===== config.mk =====
export PLATFORM = sky130hd
export DESIGN_NAME = dtc_timer
export DESIGN_NICKNAME = d
export VERILOG_FILES = /design/src/logic/dtc_pkg.sv /design/src/logic/dtc_timer.sv
export SDC_FILE = /design/constraint.sdc
export NUM_CORES = 1
export LEC_CHECK = 0
export ABC_AREA = 0
export BUFFER_PORTS_ARGS = -buffer_cell sky130_fd_sc_hd__buf_2
export CORE_MARGIN = 2
export CORE_UTILIZATION = 60
export CTS_BUF_LIST = sky130_fd_sc_hd__clkbuf_4 sky130_fd_sc_hd__clkbuf_8
export CTS_CLUSTER_SIZE = 25
export DETAILED_ROUTE_END_ITERATION = 8
export PLACE_DENSITY = 0.76
export SLEW_MARGIN = 20
export SYNTH_ARGS = -nofsm -noshare
export SYNTH_HDL_FRONTEND = slang
export SYNTH_SLANG_ARGS = --single-unit

===== constraint.sdc =====
create_clock -name mclk -period 2.7 [get_ports mclk]
set_input_delay 0 -clock mclk [delete_from_list [all_inputs] [get_ports mclk]]
set_output_delay 0 -clock mclk [all_outputs]
set_load 0.05 [all_outputs]

===== src/logic/dtc_pkg.sv =====
package dtc_pkg;

  // ==========================================================
  // register map, byte offsets in data memory space
  localparam logic [7:0] TIMER_A_COUNT_ADDR = 8'h0D;
  localparam logic [7:0] TIMER_A_CONTROL_ADDR = 8'h0E;
  localparam logic [7:0] TIMER_B_COUNT_HIGH_ADDR = 8'h0F;
  localparam logic [7:0] TIMER_B_COUNT_LOW_ADDR = 8'h10;
  localparam logic [7:0] TIMER_B_CONTROL_ADDR = 8'h11;

  // ==========================================================
  // control field positions
  localparam int EDGE_POLARITY_SEL_BIT = 3;
  localparam int COUNT_RUN_BIT = 4;
  localparam int MODE_SEL_LOW_BIT = 6;
  localparam int MODE_SEL_HIGH_BIT = 7;
  localparam logic [7:0] CONTROL_IMPL_MASK = 8'hD8;
  localparam logic [7:0] CONTROL_RESET = 8'h08;

  // ==========================================================
  // internal count rate: system clock divided by four
  localparam int PRESCALE_DIV = 4;
  localparam logic [1:0] PRESCALE_LAST = 2'h3;

  typedef enum logic [1:0] {
    DTC_MODE_UNUSED = 2'b00,
    DTC_MODE_EVENT = 2'b01,
    DTC_MODE_TIMER = 2'b10,
    DTC_MODE_PULSE = 2'b11
  } dtc_mode_t;

  typedef enum logic [1:0] {
    DTC_PW_IDLE = 2'b00,
    DTC_PW_ARMED = 2'b01,
    DTC_PW_MEASURE = 2'b10,
    DTC_PW_DONE = 2'b11
  } dtc_pw_t;

  // cpu side access to the timer register block
  typedef struct packed {
    logic [7:0] addr;
    logic rd;
    logic wr;
    logic [7:0] wdata;
  } dtc_bus_t;

  // per-counter overflow events and a shared wake towards the interrupt controller
  typedef struct packed {
    logic timer_a_overflow_flag;
    logic timer_b_overflow_flag;
    logic wake;
  } dtc_evt_t;

endpackage


===== src/logic/dtc_timer.sv =====
`timescale 1ns/1ns
`default_nettype none
// Summary of operation
// - timer A is an 8-bit up-counter on pin or system clock over four
// - timer B is a 16-bit up-counter on pin or system clock over four
// - control bit 3 picks pin edge, 0 rising, 1 falling
// - control bit 4 runs counting when 1, stops when 0
// - bits 7:6 mode, 01 event, 10 timer, 11 pulse width, 00 unused
// - control bits 0 to 2 and 5 read as zero
// - timer A write goes to preload, read returns live count
// - timer B low write buffers, high write loads both preload bytes
// - timer B high read latches low count into buffer, low read returns buffer
// - event and timer modes count to all ones, reload and flag overflow
// - pulse mode counts from selected edge until level returns, clears run
// - pulse result kept, later edges ignored until run set again
// - pulse mode overflow reloads and flags as other modes
// - event and timer modes never clear run bit by themselves
// - overflow is a wake-up source out of halt
// - irq enable 0 blocks service only, flag still set
// - preload write while stopped loads counter too, else waits for overflow
// - count clock blocked during a counter read
// - reset leaves control at run off, falling edge selected

// ==========================================================
// one counter channel with its control register
module dtc_channel #(
  parameter int WIDTH = 8
) (
  // clock and reset
  input wire logic mclk,
  input wire logic rst,
  // qualifiers
  input wire logic tick4,
  input wire logic pin_sync,
  input wire logic pin_prev,
  input wire logic hold,
  // control register access
  input wire logic ctl_wr,
  input wire logic [7:0] ctl_wdata,
  output logic [7:0] ctl_rdata,
  // preload access
  input wire logic pre_wr,
  input wire logic [WIDTH-1:0] pre_wdata,
  // state out
  output logic [WIDTH-1:0] count,
  output logic overflow
);
  import dtc_pkg::*;

  typedef struct packed {
    logic [7:0] ctl;
    logic [WIDTH-1:0] cnt;
    logic [WIDTH-1:0] pre;
    dtc_pw_t pw;
    logic ovf;
  } dtc_ch_state_t;

  dtc_ch_state_t s, next_s;
  dtc_mode_t mode;
  logic run, fall_sel, rise, fall, act_edge, ret_edge, inc;

  assign mode = dtc_mode_t'(s.ctl[MODE_SEL_HIGH_BIT:MODE_SEL_LOW_BIT]);
  assign run = s.ctl[COUNT_RUN_BIT];
  assign fall_sel = s.ctl[EDGE_POLARITY_SEL_BIT];
  assign rise = pin_sync & ~pin_prev;
  assign fall = ~pin_sync & pin_prev;
  assign act_edge = fall_sel ? fall : rise;
  assign ret_edge = fall_sel ? rise : fall;

  always_comb begin
    next_s = s;
    next_s.ovf = 1'b0;
    inc = 1'b0;
    case (mode)
      DTC_MODE_EVENT: inc = run & act_edge;
      DTC_MODE_TIMER: inc = run & tick4;
      DTC_MODE_PULSE: inc = run & (s.pw == DTC_PW_MEASURE) & tick4;
      default: inc = 1'b0;
    endcase
    if (hold) begin
      inc = 1'b0;
    end
    // pulse width sequencer
    if (mode != DTC_MODE_PULSE || !run) begin
      next_s.pw = run ? DTC_PW_ARMED : DTC_PW_IDLE;
    end else begin
      case (s.pw)
        DTC_PW_IDLE: next_s.pw = DTC_PW_ARMED;
        DTC_PW_ARMED: begin
          if (act_edge) begin
            next_s.pw = DTC_PW_MEASURE;
          end
        end
        DTC_PW_MEASURE: begin
          if (ret_edge) begin
            next_s.pw = DTC_PW_DONE;
            next_s.ctl[COUNT_RUN_BIT] = 1'b0;
          end
        end
        DTC_PW_DONE: next_s.pw = DTC_PW_DONE;
        default: next_s.pw = DTC_PW_IDLE;
      endcase
    end
    if (inc) begin
      if (&s.cnt) begin
        next_s.cnt = s.pre;
        next_s.ovf = 1'b1;
      end else begin
        next_s.cnt = s.cnt + {{(WIDTH-1){1'b0}}, 1'b1};
      end
    end
    if (pre_wr) begin
      next_s.pre = pre_wdata;
      if (!run) begin
        next_s.cnt = pre_wdata;
      end
    end
    if (ctl_wr) begin
      next_s.ctl = ctl_wdata & CONTROL_IMPL_MASK;
      if (ctl_wdata[COUNT_RUN_BIT] && !run) begin
        next_s.pw = DTC_PW_IDLE;
      end
    end
  end

  always_ff @(posedge mclk or posedge rst) begin
    if (rst) begin
      s <= '0;
      s.ctl <= CONTROL_RESET;
    end else begin
      s <= next_s;
    end
  end

  assign ctl_rdata = s.ctl;
  assign count = s.cnt;
  assign overflow = s.ovf;

  a_run_clears_pw: assert property (@(posedge mclk) disable iff (rst)
    (mode == DTC_MODE_PULSE && s.pw == DTC_PW_MEASURE && run && ret_edge && !ctl_wr)
    |=> !s.ctl[COUNT_RUN_BIT])
    else $error("pulse end did not clear run");
  a_run_kept: assert property (@(posedge mclk) disable iff (rst)
    (mode != DTC_MODE_PULSE && run && !ctl_wr) |=> run)
    else $error("run cleared itself");
  a_reload_value: assert property (@(posedge mclk) disable iff (rst)
    (inc && (&s.cnt) && !pre_wr) |=> (s.ovf && s.cnt == $past(s.pre)))
    else $error("overflow reload wrong");
  a_hold_freezes: assert property (@(posedge mclk) disable iff (rst)
    (hold && !pre_wr) |=> $stable(s.cnt))
    else $error("count moved during read");
  a_stop_preload: assert property (@(posedge mclk) disable iff (rst)
    (pre_wr && !run) |=> s.cnt == $past(pre_wdata))
    else $error("stopped preload not loaded");
  a_unused_zero: assert property (@(posedge mclk) disable iff (rst)
    (ctl_rdata & ~CONTROL_IMPL_MASK) == 8'h00)
    else $error("unused control bit set");
  a_done_ignores: assert property (@(posedge mclk) disable iff (rst)
    (s.pw == DTC_PW_DONE && !ctl_wr && !pre_wr && !hold) |=> $stable(s.cnt))
    else $error("count moved after measurement");
  a_stop_holds: assert property (@(posedge mclk) disable iff (rst)
    (!run && !pre_wr) |=> $stable(s.cnt))
    else $error("stopped counter moved");
  a_run_preload: assert property (@(posedge mclk) disable iff (rst)
    (pre_wr && run && !inc) |=> (s.pre == $past(pre_wdata) && $stable(s.cnt)))
    else $error("running preload touched count");
  a_timer_rate: assert property (@(posedge mclk) disable iff (rst)
    (mode == DTC_MODE_TIMER && !tick4 && !pre_wr) |=> $stable(s.cnt))
    else $error("timer counted off the divided rate");
  a_event_edge: assert property (@(posedge mclk) disable iff (rst)
    (mode == DTC_MODE_EVENT && !act_edge && !pre_wr) |=> $stable(s.cnt))
    else $error("event count without active edge");
  a_pulse_start: assert property (@(posedge mclk) disable iff (rst)
    (mode == DTC_MODE_PULSE && run && s.pw == DTC_PW_ARMED && act_edge && !ctl_wr)
    |=> s.pw == DTC_PW_MEASURE)
    else $error("pulse measurement did not start");
  c_overflow: cover property (@(posedge mclk) disable iff (rst) s.ovf);
  c_pulse_done: cover property (@(posedge mclk) disable iff (rst)
    s.pw == DTC_PW_MEASURE ##1 s.pw == DTC_PW_DONE);
  c_event_count: cover property (@(posedge mclk) disable iff (rst)
    mode == DTC_MODE_EVENT && inc);
endmodule

// ==========================================================
// top: two channels, prescaler, pin sync, register decode
module dtc_timer (
  // clock and reset
  input wire logic mclk,
  input wire logic rst,
  // cpu data memory access
  input wire dtc_pkg::dtc_bus_t bus,
  output logic [7:0] rdata,
  // irq enables from the interrupt control register
  input wire logic timer_a_irq_enable,
  input wire logic timer_b_irq_enable,
  // overflow flag clears from the interrupt control register
  input wire logic timer_a_flag_clr,
  input wire logic timer_b_flag_clr,
  // timer input pins
  input wire logic timer_a_pin,
  input wire logic timer_b_pin,
  // events and flags
  output dtc_pkg::dtc_evt_t evt,
  output logic timer_a_overflow_flag,
  output logic timer_b_overflow_flag,
  output logic timer_a_irq,
  output logic timer_b_irq
);
  import dtc_pkg::*;

  typedef struct packed {
    logic [1:0] div;
    logic [1:0] sync1;
    logic [1:0] sync2;
    logic [1:0] prev;
    logic [7:0] low_buf;
    logic [7:0] rdata;
    logic fa;
    logic fb;
    dtc_evt_t evt;
  } dtc_top_state_t;

  dtc_top_state_t s, next_s;
  logic tick4;
  logic [7:0] ctl_a, ctl_b, cnt_a;
  logic [15:0] cnt_b;
  logic ovf_a, ovf_b;
  logic sel_a, sel_ac, sel_bh, sel_bl, sel_bc;

  assign tick4 = (s.div == PRESCALE_LAST);
  assign sel_a = bus.addr == TIMER_A_COUNT_ADDR;
  assign sel_ac = bus.addr == TIMER_A_CONTROL_ADDR;
  assign sel_bh = bus.addr == TIMER_B_COUNT_HIGH_ADDR;
  assign sel_bl = bus.addr == TIMER_B_COUNT_LOW_ADDR;
  assign sel_bc = bus.addr == TIMER_B_CONTROL_ADDR;

  dtc_channel #(.WIDTH(8)) u_chan_a (
    .mclk(mclk),
    .rst(rst),
    .tick4(tick4),
    .pin_sync(s.sync2[0]),
    .pin_prev(s.prev[0]),
    .hold(bus.rd & sel_a),
    .ctl_wr(bus.wr & sel_ac),
    .ctl_wdata(bus.wdata),
    .ctl_rdata(ctl_a),
    .pre_wr(bus.wr & sel_a),
    .pre_wdata(bus.wdata),
    .count(cnt_a),
    .overflow(ovf_a)
  );

  dtc_channel #(.WIDTH(16)) u_chan_b (
    .mclk(mclk),
    .rst(rst),
    .tick4(tick4),
    .pin_sync(s.sync2[1]),
    .pin_prev(s.prev[1]),
    .hold(bus.rd & sel_bh),
    .ctl_wr(bus.wr & sel_bc),
    .ctl_wdata(bus.wdata),
    .ctl_rdata(ctl_b),
    .pre_wr(bus.wr & sel_bh),
    .pre_wdata({bus.wdata, s.low_buf}),
    .count(cnt_b),
    .overflow(ovf_b)
  );

  always_comb begin
    next_s = s;
    next_s.div = s.div + 2'h1;
    next_s.sync1 = {timer_b_pin, timer_a_pin};
    next_s.sync2 = s.sync1;
    next_s.prev = s.sync2;
    if (bus.wr && sel_bl) begin
      next_s.low_buf = bus.wdata;
    end
    if (bus.rd && sel_bh) begin
      next_s.low_buf = cnt_b[7:0];
    end
    next_s.rdata = 8'h00;
    if (bus.rd) begin
      case (bus.addr)
        TIMER_A_COUNT_ADDR: next_s.rdata = cnt_a;
        TIMER_A_CONTROL_ADDR: next_s.rdata = ctl_a;
        TIMER_B_COUNT_HIGH_ADDR: next_s.rdata = cnt_b[15:8];
        TIMER_B_COUNT_LOW_ADDR: next_s.rdata = s.low_buf;
        TIMER_B_CONTROL_ADDR: next_s.rdata = ctl_b;
        default: next_s.rdata = 8'h00;
      endcase
    end
    // set wins over clear
    next_s.fa = ovf_a | (s.fa & ~timer_a_flag_clr);
    next_s.fb = ovf_b | (s.fb & ~timer_b_flag_clr);
    next_s.evt.timer_a_overflow_flag = ovf_a;
    next_s.evt.timer_b_overflow_flag = ovf_b;
    next_s.evt.wake = ovf_a | ovf_b;
  end

  always_ff @(posedge mclk or posedge rst) begin
    if (rst) begin
      s <= '0;
    end else begin
      s <= next_s;
    end
  end

  assign rdata = s.rdata;
  assign evt = s.evt;
  assign timer_a_overflow_flag = s.fa;
  assign timer_b_overflow_flag = s.fb;
  assign timer_a_irq = s.fa & timer_a_irq_enable;
  assign timer_b_irq = s.fb & timer_b_irq_enable;

  a_flag_set_wins: assert property (@(posedge mclk) disable iff (rst)
    ovf_a |=> timer_a_overflow_flag)
    else $error("overflow flag lost");
  a_wake_pulse: assert property (@(posedge mclk) disable iff (rst)
    (ovf_a || ovf_b) |=> evt.wake)
    else $error("no wake on overflow");
  a_low_latch: assert property (@(posedge mclk) disable iff (rst)
    (bus.rd && sel_bh) |=> s.low_buf == $past(cnt_b[7:0]))
    else $error("low byte not latched");
  a_flag_clear: assert property (@(posedge mclk) disable iff (rst)
    (timer_a_flag_clr && !ovf_a) |=> !timer_a_overflow_flag)
    else $error("overflow flag not cleared");
  a_b_flag_set: assert property (@(posedge mclk) disable iff (rst)
    ovf_b |=> timer_b_overflow_flag)
    else $error("timer b flag lost");
  a_irq_gate: assert property (@(posedge mclk) disable iff (rst)
    !timer_a_irq_enable |-> !timer_a_irq)
    else $error("disabled irq raised");
  a_b_preload: assert property (@(posedge mclk) disable iff (rst)
    (bus.wr && sel_bh && !ctl_b[COUNT_RUN_BIT])
    |=> cnt_b == {$past(bus.wdata), $past(s.low_buf)})
    else $error("high write did not load both bytes");
  a_low_read: assert property (@(posedge mclk) disable iff (rst)
    (bus.rd && sel_bl) |=> rdata == $past(s.low_buf))
    else $error("low read not from buffer");
  c_b_overflow: cover property (@(posedge mclk) disable iff (rst) ovf_b);
endmodule
`default_nettype wire


# After elaboration in Yosys (flattened, before gate mapping)

Index checks and enable logic that the tools add are counted.

Equality and inequality tests: 22
Bitwise operators: 31
$add $sub $neg: 3
Reductions and logical operators: 19
Muxes and demuxes: 46

Operators with widths:

| kind                                                             | number |
|---|---|
| 16-bit two-way mux                                               | 4 |
| 8-bit two-way mux                                                | 6 |
| 8-bit one-hot mux with 5 select lines                            | 1 |
| 32-bit two-way mux                                               | 1 |
| 8-bit by 4-bit == test with 1-bit output (second input constant) | 3 |
| 1-bit bitwise AND                                                | 22 |
| 2-bit two-way mux                                                | 10 |
| 2-bit == test (second input constant)                            | 9 |
| 1-bit two-way mux                                                | 18 |
| 16-bit by 1-bit adder with 16-bit output (second input constant) | 1 |
| 8-bit by 5-bit == test with 1-bit output (second input constant) | 2 |
| 2-bit one-hot mux with 4 select lines                            | 2 |
| 16-bit AND reduction                                             | 1 |
| 5-bit two-way mux                                                | 2 |
| 2-bit nonzero test                                               | 5 |
| 8-bit by 1-bit adder with 8-bit output (second input constant)   | 1 |
| 2-bit by 1-bit == test with 1-bit output (second input constant) | 4 |
| 8-bit AND reduction                                              | 1 |
| 1-bit NOT                                                        | 6 |
| 1-bit one-hot mux with 3 select lines                            | 2 |
| 3-bit AND reduction                                              | 2 |
| 1-bit logical AND                                                | 4 |
| 2-bit logical NOT                                                | 2 |
| 2-bit by 1-bit != test with 1-bit output (second input constant) | 2 |
| 5 further kinds                                                  | 10 |

Word-level logic and storage cells: 144
Output and inout bits: 15
Bits in registers: 91
Bits of input ports: 26

# Logic depth before layout (Yosys ltp)

Gate-level depths: netlist of run 1.

Word-level depth: 9
Mapped depth: 9
Gate-level depth less buffers: 7

# Cells and area by module

Synthesis of run 1 repeated with hierarchy kept, for this count alone.

Cell total of the unflattened synthesis: 530
Area, all modules: 5,213.8 µm²

By module, submodules not included:

| module                 | times used | sequential area each (µm²) | cells an instance | area an instance (µm²) |
|---|---|---|---|---|
| dtc_channel (u_chan_b) | 1          | 977.2                      | 243               | 2,336.0 |
| dtc_timer              | 1          | 725.7                      | 143               | 1,496.4 |
| dtc_channel (u_chan_a) | 1          | 576.8                      | 144               | 1,381.3 |

# Worst setup path after synthesis of run 1

No wires, ideal clock.

Path kind: register to register
Start point: reg u_chan_b.s (netlist bit u_chan_b.count[0])
End point: reg u_chan_b.s (netlist bit u_chan_b.count[11])
Setup time: 0.126 ns
Arrival time: 2.000 ns
Cell stages (with the launch flop): 10
Clock period less this slack: 2.126 ns
Path slack: 0.574 ns
Data required time: 2.574 ns
Path buffers: 2
Cells stage by stage: dfrtp_1 ha_1 and4_1 buf_2 nand4_1 or2_2 clkbuf_1 nor2_1 a21oi_1 a221o_1

RTL lines:

| what                   | line             | RTL |
|---|---|---|
| start, declared        | dtc_timer.sv:58  | `dtc_ch_state_t s, next_s;` |
| start signal, assigned | dtc_timer.sv:131 | `s <= next_s;` |

==> reports/metrics.cfg, run 1 <==
[status]
status=finished clean

[global_route]
grt_remaining_overflow=0
grtUsageTotal=0.2772
met3_usage=0.03698
grt.met2_usage=0.4295
grt_pass1_wl_mm=18.28
top_usage_layer=met2
grt_pass1_vias=3543
use_met1=0.4030
grt_max_degree=54
antenna_found_initial=0

[cts]
cts_root_buffer=clkbuf_8
clock_latency_ns=0.36
clockBufferDepth=2
clkSlewWorstSetupHoldPaths_ns=0.08
h-tree-depth=3
cts_resized=0
clock_sinks=91
numCtsBuffers=9
cts_tree=built

[synth]
ys_types=56
yosys.area_share.simple=0.1648
yosys_most_used_dff=dfrtp_1
synthArstFlopShare=1.000
synth_seq_area_share=0.4899
avgSynthCellArea_um2=10.32
synth_area_um2=4653
synthMuxAreaShare=0.1105
synth_compound_area_frac=0.1656
synth_xor_area_frac=0.01129
synth-seq-cells=91
synth_edf_count=0
syn_inst=451
synthAdderAreaFrac=0.008067
synth.net_count=480
synth_top_family_by_area=compound AO/OA/AOI/OAI gates
yosys_warnings=0

[detailed_routing]
drt-total-wl_mm=10.98
vias=3753
detail-route-antenna-nets=0
drc=0
drt_iter0_markers=425
wl_per_cell_um=18.34
via_per_inst=6.265
first_pass_iters=7

[floorplan]
die_height_um=92.07
start_util=0.6117
std_cell_rows=32
core-area_um2=7607
io-pin-count=41
die_area_um2=8476
die_x_um=92.07

[place]
finalWeightedCongestion=0.9396
post_dp_cell_area_um2=4870
dp_slack_ns=0.4629
place_hpwl_mm=7.593
dp.cells=572
portBuffers=40

[setup_path]
crit_type=flip-flop to flip-flop
cp-start-kind=flip-flop
path_max_fanout=29
crit_required_ns=2.94
endpoint_kind=flip-flop
critPathArrivalTime_ns=2.47

[pwr]
p_per_area_nw_per_um2=521.0
vdd_ir_drop_max_mv=0.3531
leakagePower_nw=2.463

[sta]
drv_slew=0
clock.fmax_mhz=448.0
period_needed_ns=2.232
clock_skew_ns=0.01450
rsz0062_at_grt=false
setup_viol_count_final=0
setup_tns_ns=0
tightest_slew_ns=0.6643
hold_violations=0
setup_slack_ns=0.4680
relSlewSlack=0.5566
period_share=0.8267
holdWs_ns=0.02605

[cells_and_area]
ff_latch_area_um2=2280
diodes=0
final_nets=521
stdcell_count=599
multi_input_area_um2=2147
n_fill_cell=608
drive_gt1_frac=0.2294
area_growth_pct=11.86
stdcell_area_um2=5205

[worst_hold_path]
min-delay-path-class=input port to flip-flop

[job]
cap_violations=0

-- layout by cell type, fill, tap and decap left out, drive strengths merged, types with 4 or more instances in the layout --
master	netlist	layout
dfrtp	89	89
buf	21	48
nand2	51	51
and3	7	7
a21oi	20	20
inv	11	11
o211ai	4	4
a21o	8	8
nand2b	6	6
clkinv	0	4
nor2	32	32
a222oi	6	6
and2	9	9
nand3	11	11
o21ai	31	31
a41oi	4	4
a221oi	4	4
mux2	35	35
or2	4	4
a31oi	12	12
nor3	8	8
mux2i	12	12
dlygate4sd3	0	11
nand4	6	6
a22oi	5	5
clkbuf	8	10
-- worst paths after layout --
check,from,end,slack (ns),cells past startpoint
worst max-delay path,u_chan_b.ctl_rdata[3],u_chan_b.count[14],0.47,7
max in group asynchronous,rst,u_chan_a.ctl_rdata[3],1.69,4
worst max register to register,u_chan_b.ctl_rdata[3],u_chan_b.count[14],0.47,7
worst min register to register,next_s[24],next_s[22],0.35,0
min in group asynchronous,rst,u_chan_b.s[10],0.25,3
worst min-delay path,bus[3],u_chan_a.count[3],0.03,3
-- worst max-delay path, cell delays in order, from the launching register on --
cell and delay, ns:
dfstp_2 0.59, and3b_1 0.19, o21ai_0 0.13, a211oi_2 0.23
buf_4 0.32, and2_1 0.23, a31oi_1 0.11, o31ai_1 0.32
-- where the power goes --
group / total (mW) / switching (mW) / internal (mW) / leakage, nW
registers: 1.49 / 0.0733 / 1.42 / 1.22
clock network: 1.02 / 0.475 / 0.548 / 0.117
logic: 0.198 / 0.109 / 0.0888 / 1.13
total: 2.71 / 0.657 / 2.05 / 2.46
-- cell families after synthesis --
group / Yosys count
AND/OR/NAND/NOR: 149
AO/OA/AOI/OAI: 115
flip-flops: 91
multiplexers: 47
buffers and inverters: 40
XOR/XNOR: 6
adder cells (fa/ha/maj): 3
-- repair_timing --
action / in CTS / in global routing
setup buffers: 0 / 0
hold endpoints to repair: 59 / 0
hold buffers: 11 / 0
-- final cells by class --
cell class / count / area share
inverters: 11 / 0.008173
flip-flops and latches: 91 / 0.4380
multi-input cells: 320 / 0.4125
clock buffers: 10 / 0.02644
repair buffers: 59 / 0.07356
well taps: 102 / 0.02452
clock inverters: 6 / 0.01683
-- cell usage after synthesis, types with 11 or more instances --
library cell  number  area [µm²]
nand2_1           50       187.7
buf_4             12       90.09
mux2i_1           12       120.1
dfrtp_1           89        2227
nand3_1           11       55.05
a31oi_1           12       75.07
o21ai_0           30       150.1
mux2_2            35       394.1
nor2_1            32       120.1
a21oi_1           20       100.1
inv_1             11       41.29
-- state kept, by name (all words and copies together) (netlist names), 3 cells and up --
| name | flops |
|---|---|
| u_chan_b.ctl_rdata | 4 |
| u_chan_b.s | 18 |
| s | 12 |
| u_chan_a.ctl_rdata | 4 |
| next_s | 4 |
| rdata | 8 |
| u_chan_a.s | 10 |
| u_chan_b.count | 16 |
| evt | 3 |
| u_chan_a.count | 8 |
-- per-stage QoR --
step / utilization / total power, mW
floorplan: - / 1.614
detailed placement: 0.6401 / 1.701
global route: 0.6842 / 2.812
CTS: 0.6842 / 2.726
global placement: 0.6401 / 1.691
finish: 0.6842 / 2.712
-- per-layer routing --
metal | part of all wire | vias to the layer above
li1 | - | 1730
met1 | 0.44 | 1823
met2 | 0.46 | 177
met3 | 0.073 | 23
met4 | 0.025 | 0
met5 | 0 | -
Power figures use the tool's default switching activity.
==> run 2, diff against run 1 <==
Settings changed: ABC_AREA 0 to 1.
Clock period 2.7 ns to 2.3 ns, I/O delays scaled along.
==> reports/metrics.cfg, run 2 <==
[cts]
cts_tree=built
clock_sinks=91
cts_resized=0
cts_root_buffer=clkbuf_8
cts_setup_buffers=0
numCtsBuffers=9
clkSlewWorstSetupHoldPaths_ns=0.09
h-tree-depth=3
clock_latency_ns=0.37
clockBufferDepth=2

[cells_and_area]
stdcell_count=815
area_growth_pct=11.36
diodes=0
largest_reg_flops=18
stdcell_area_um2=5558
final_common_cell=nand2_1
top_register=u_chan_b.s
final_cell_mix=184 x nand2_1, 89 x dfrtp_1, 78 x inv_1, 52 x nand3_1, 50 x nor2_1
utilization=0.6833
drive_gt1_frac=0.1563
final_nets=734

[synth]
ys_types=35
yosys_warnings=0
synth_common_cells=184 x nand2_1, 89 x dfrtp_1, 79 x inv_1, 52 x nand3_1, 50 x nor2_1
synth_edf_count=0
yosys_most_used_dff=dfrtp_1
synth.top_cell.area_share=0.4462
synth.net_count=688
synth_top_area_cell=dfrtp_1
syn_inst=659
avgSynthCellArea_um2=7.574
synth_area_leaders=dfrtp_1 45%, nand2_1 14%, inv_1 5.9%
synth_seq_area_share=0.4568
yosysMostFrequentCell=nand2_1
synth-seq-cells=91
synth_area_um2=4991
synthArstFlopShare=1.000

[sta]
hold_violations=0
clock_skew_ns=0.008655
clock.fmax_mhz=526.6
period_needed_ns=1.899
tightest_slew_ns=0.6335
relSlewSlack=0.5772
period_share=0.8256
holdWs_ns=0.02124
rsz0062_at_grt=false
setup_tns_ns=0
setup_viol_count_final=0
drv_slew=0

[floorplan]
core-area_um2=8134
die_area_um2=9064
io-pin-count=41
die_height_um=95.21
start_util=0.6136
die_x_um=95.21
std_cell_rows=33

[detailed_routing]
first_pass_iters=5
detail-route-antenna-nets=0
drt-total-wl_mm=13.16
drc=0
vias=4673
via_per_inst=5.734
drt_iter0_markers=379
wl_per_cell_um=16.15

[place]
finalWeightedCongestion=0.9385
post_dp_cell_area_um2=5221
place_hpwl_mm=9.344
portBuffers=40
dp.cells=786

[setup_path]
crit_type=flip-flop to flip-flop
cp-start-kind=flip-flop
critPathArrivalTime_ns=2.21
crit_required_ns=2.61
endpoint_kind=flip-flop
path_max_fanout=14

[pwr]
leakagePower_nw=2.935
p_per_area_nw_per_um2=714.8
vdd_ir_drop_max_mv=0.4981

[worst_hold_path]
min-delay-path-class=input port to flip-flop

[global_route]
grt.met2_usage=0.5053
met3_usage=0.03715
grt_pass1_vias=4396
grt_max_degree=39
top_usage_layer=met2
use_met1=0.4358
grt_remaining_overflow=0
antenna_found_initial=0
grt_pass1_wl_mm=21.57
grtUsageTotal=0.3154

[status]
status=finished clean

[job]
cap_violations=0

[run 2: kinds of logic after synthesis]
group,after synthesis,synth area share
buffers and inverters,115,0.1010
and+or+nand+nor,330,0.2910
AOI/OAI and AO/OA,107,0.1183
muxes,5,0.01128
DFF,91,0.4568
adders and majority gates,3,0.007521
xor gates and xnor gates,8,0.01404
[run 2: repair_timing]
action	4_1_cts	5_1_grt
endpoints found under the setup margin	0	0
endpoints found under the hold margin	48	0
hold buffers	13	0
[run 2: stage by stage]
| step | power [mW] | worst slack, ns |
|---|---|---|
| finish | 3.973 | 0.4012 |
| global route | 4.202 | 0.2408 |
| CTS | 3.962 | 0.4299 |
| detailed placement | 2.818 | 0.4648 |
| global placement | 2.780 | 0.4989 |
| floorplan | 2.562 | 0.7643 |
[run 2: report_power, final]
part / switching [mW] / internal [mW] / leakage, nW
sequential: 0.252 / 1.81 / 1.15
clock: 0.590 / 0.548 / 0.0956
combinational: 0.476 / 0.298 / 1.69
total: 1.32 / 2.66 / 2.94
[run 2: area by class of cell]
class / instances / area [µm²]
multi-input combinational: 453 / 2207
fill: 701 / 2576
timing repair buffer: 59 / 387.9
sequential: 91 / 2280
clock inverter: 5 / 61.31
clock buffer: 11 / 145.1
tap: 105 / 131.4
inverter: 91 / 345.3
[run 2: routing by layer]
| layer | vias up | wire, µm |
|---|---|---|
| met2 | 235 | 6261 |
| li1 | 2189 | - |
| met5 | - | 0 |
| met1 | 2208 | 5558 |
| met4 | 0 | 401 |
| met3 | 41 | 944 |
[run 2: worst max-delay path, cell delays in order, from the launching register on]
cell     delay [ns]
dfrtp_1        0.44
ha_1           0.23
inv_1          0.06
nor2_2         0.17
nand2_2        0.12
nor2_4         0.34
nand2_1        0.10
nand2_1        0.08
nand2_1        0.05
nand3_1        0.11
o21ai_2        0.07
inv_2          0.05
[run 2: final timing paths]
kind                                    from                  to  slack, ns  depth (start not counted)
setup / recovery           u_chan_b.count[0]   u_chan_b.count[6]       0.40                         11
hold / removal                        bus[4]       u_chan_a.s[7]       0.02                          3
setup reg to reg           u_chan_b.count[0]   u_chan_b.count[6]       0.40                         11
hold reg to reg                   next_s[24]          next_s[22]       0.36                          0
max in group asynchronous                rst  u_chan_b.count[15]       1.42                          4
min in group asynchronous                rst       u_chan_b.s[5]       0.25                          3
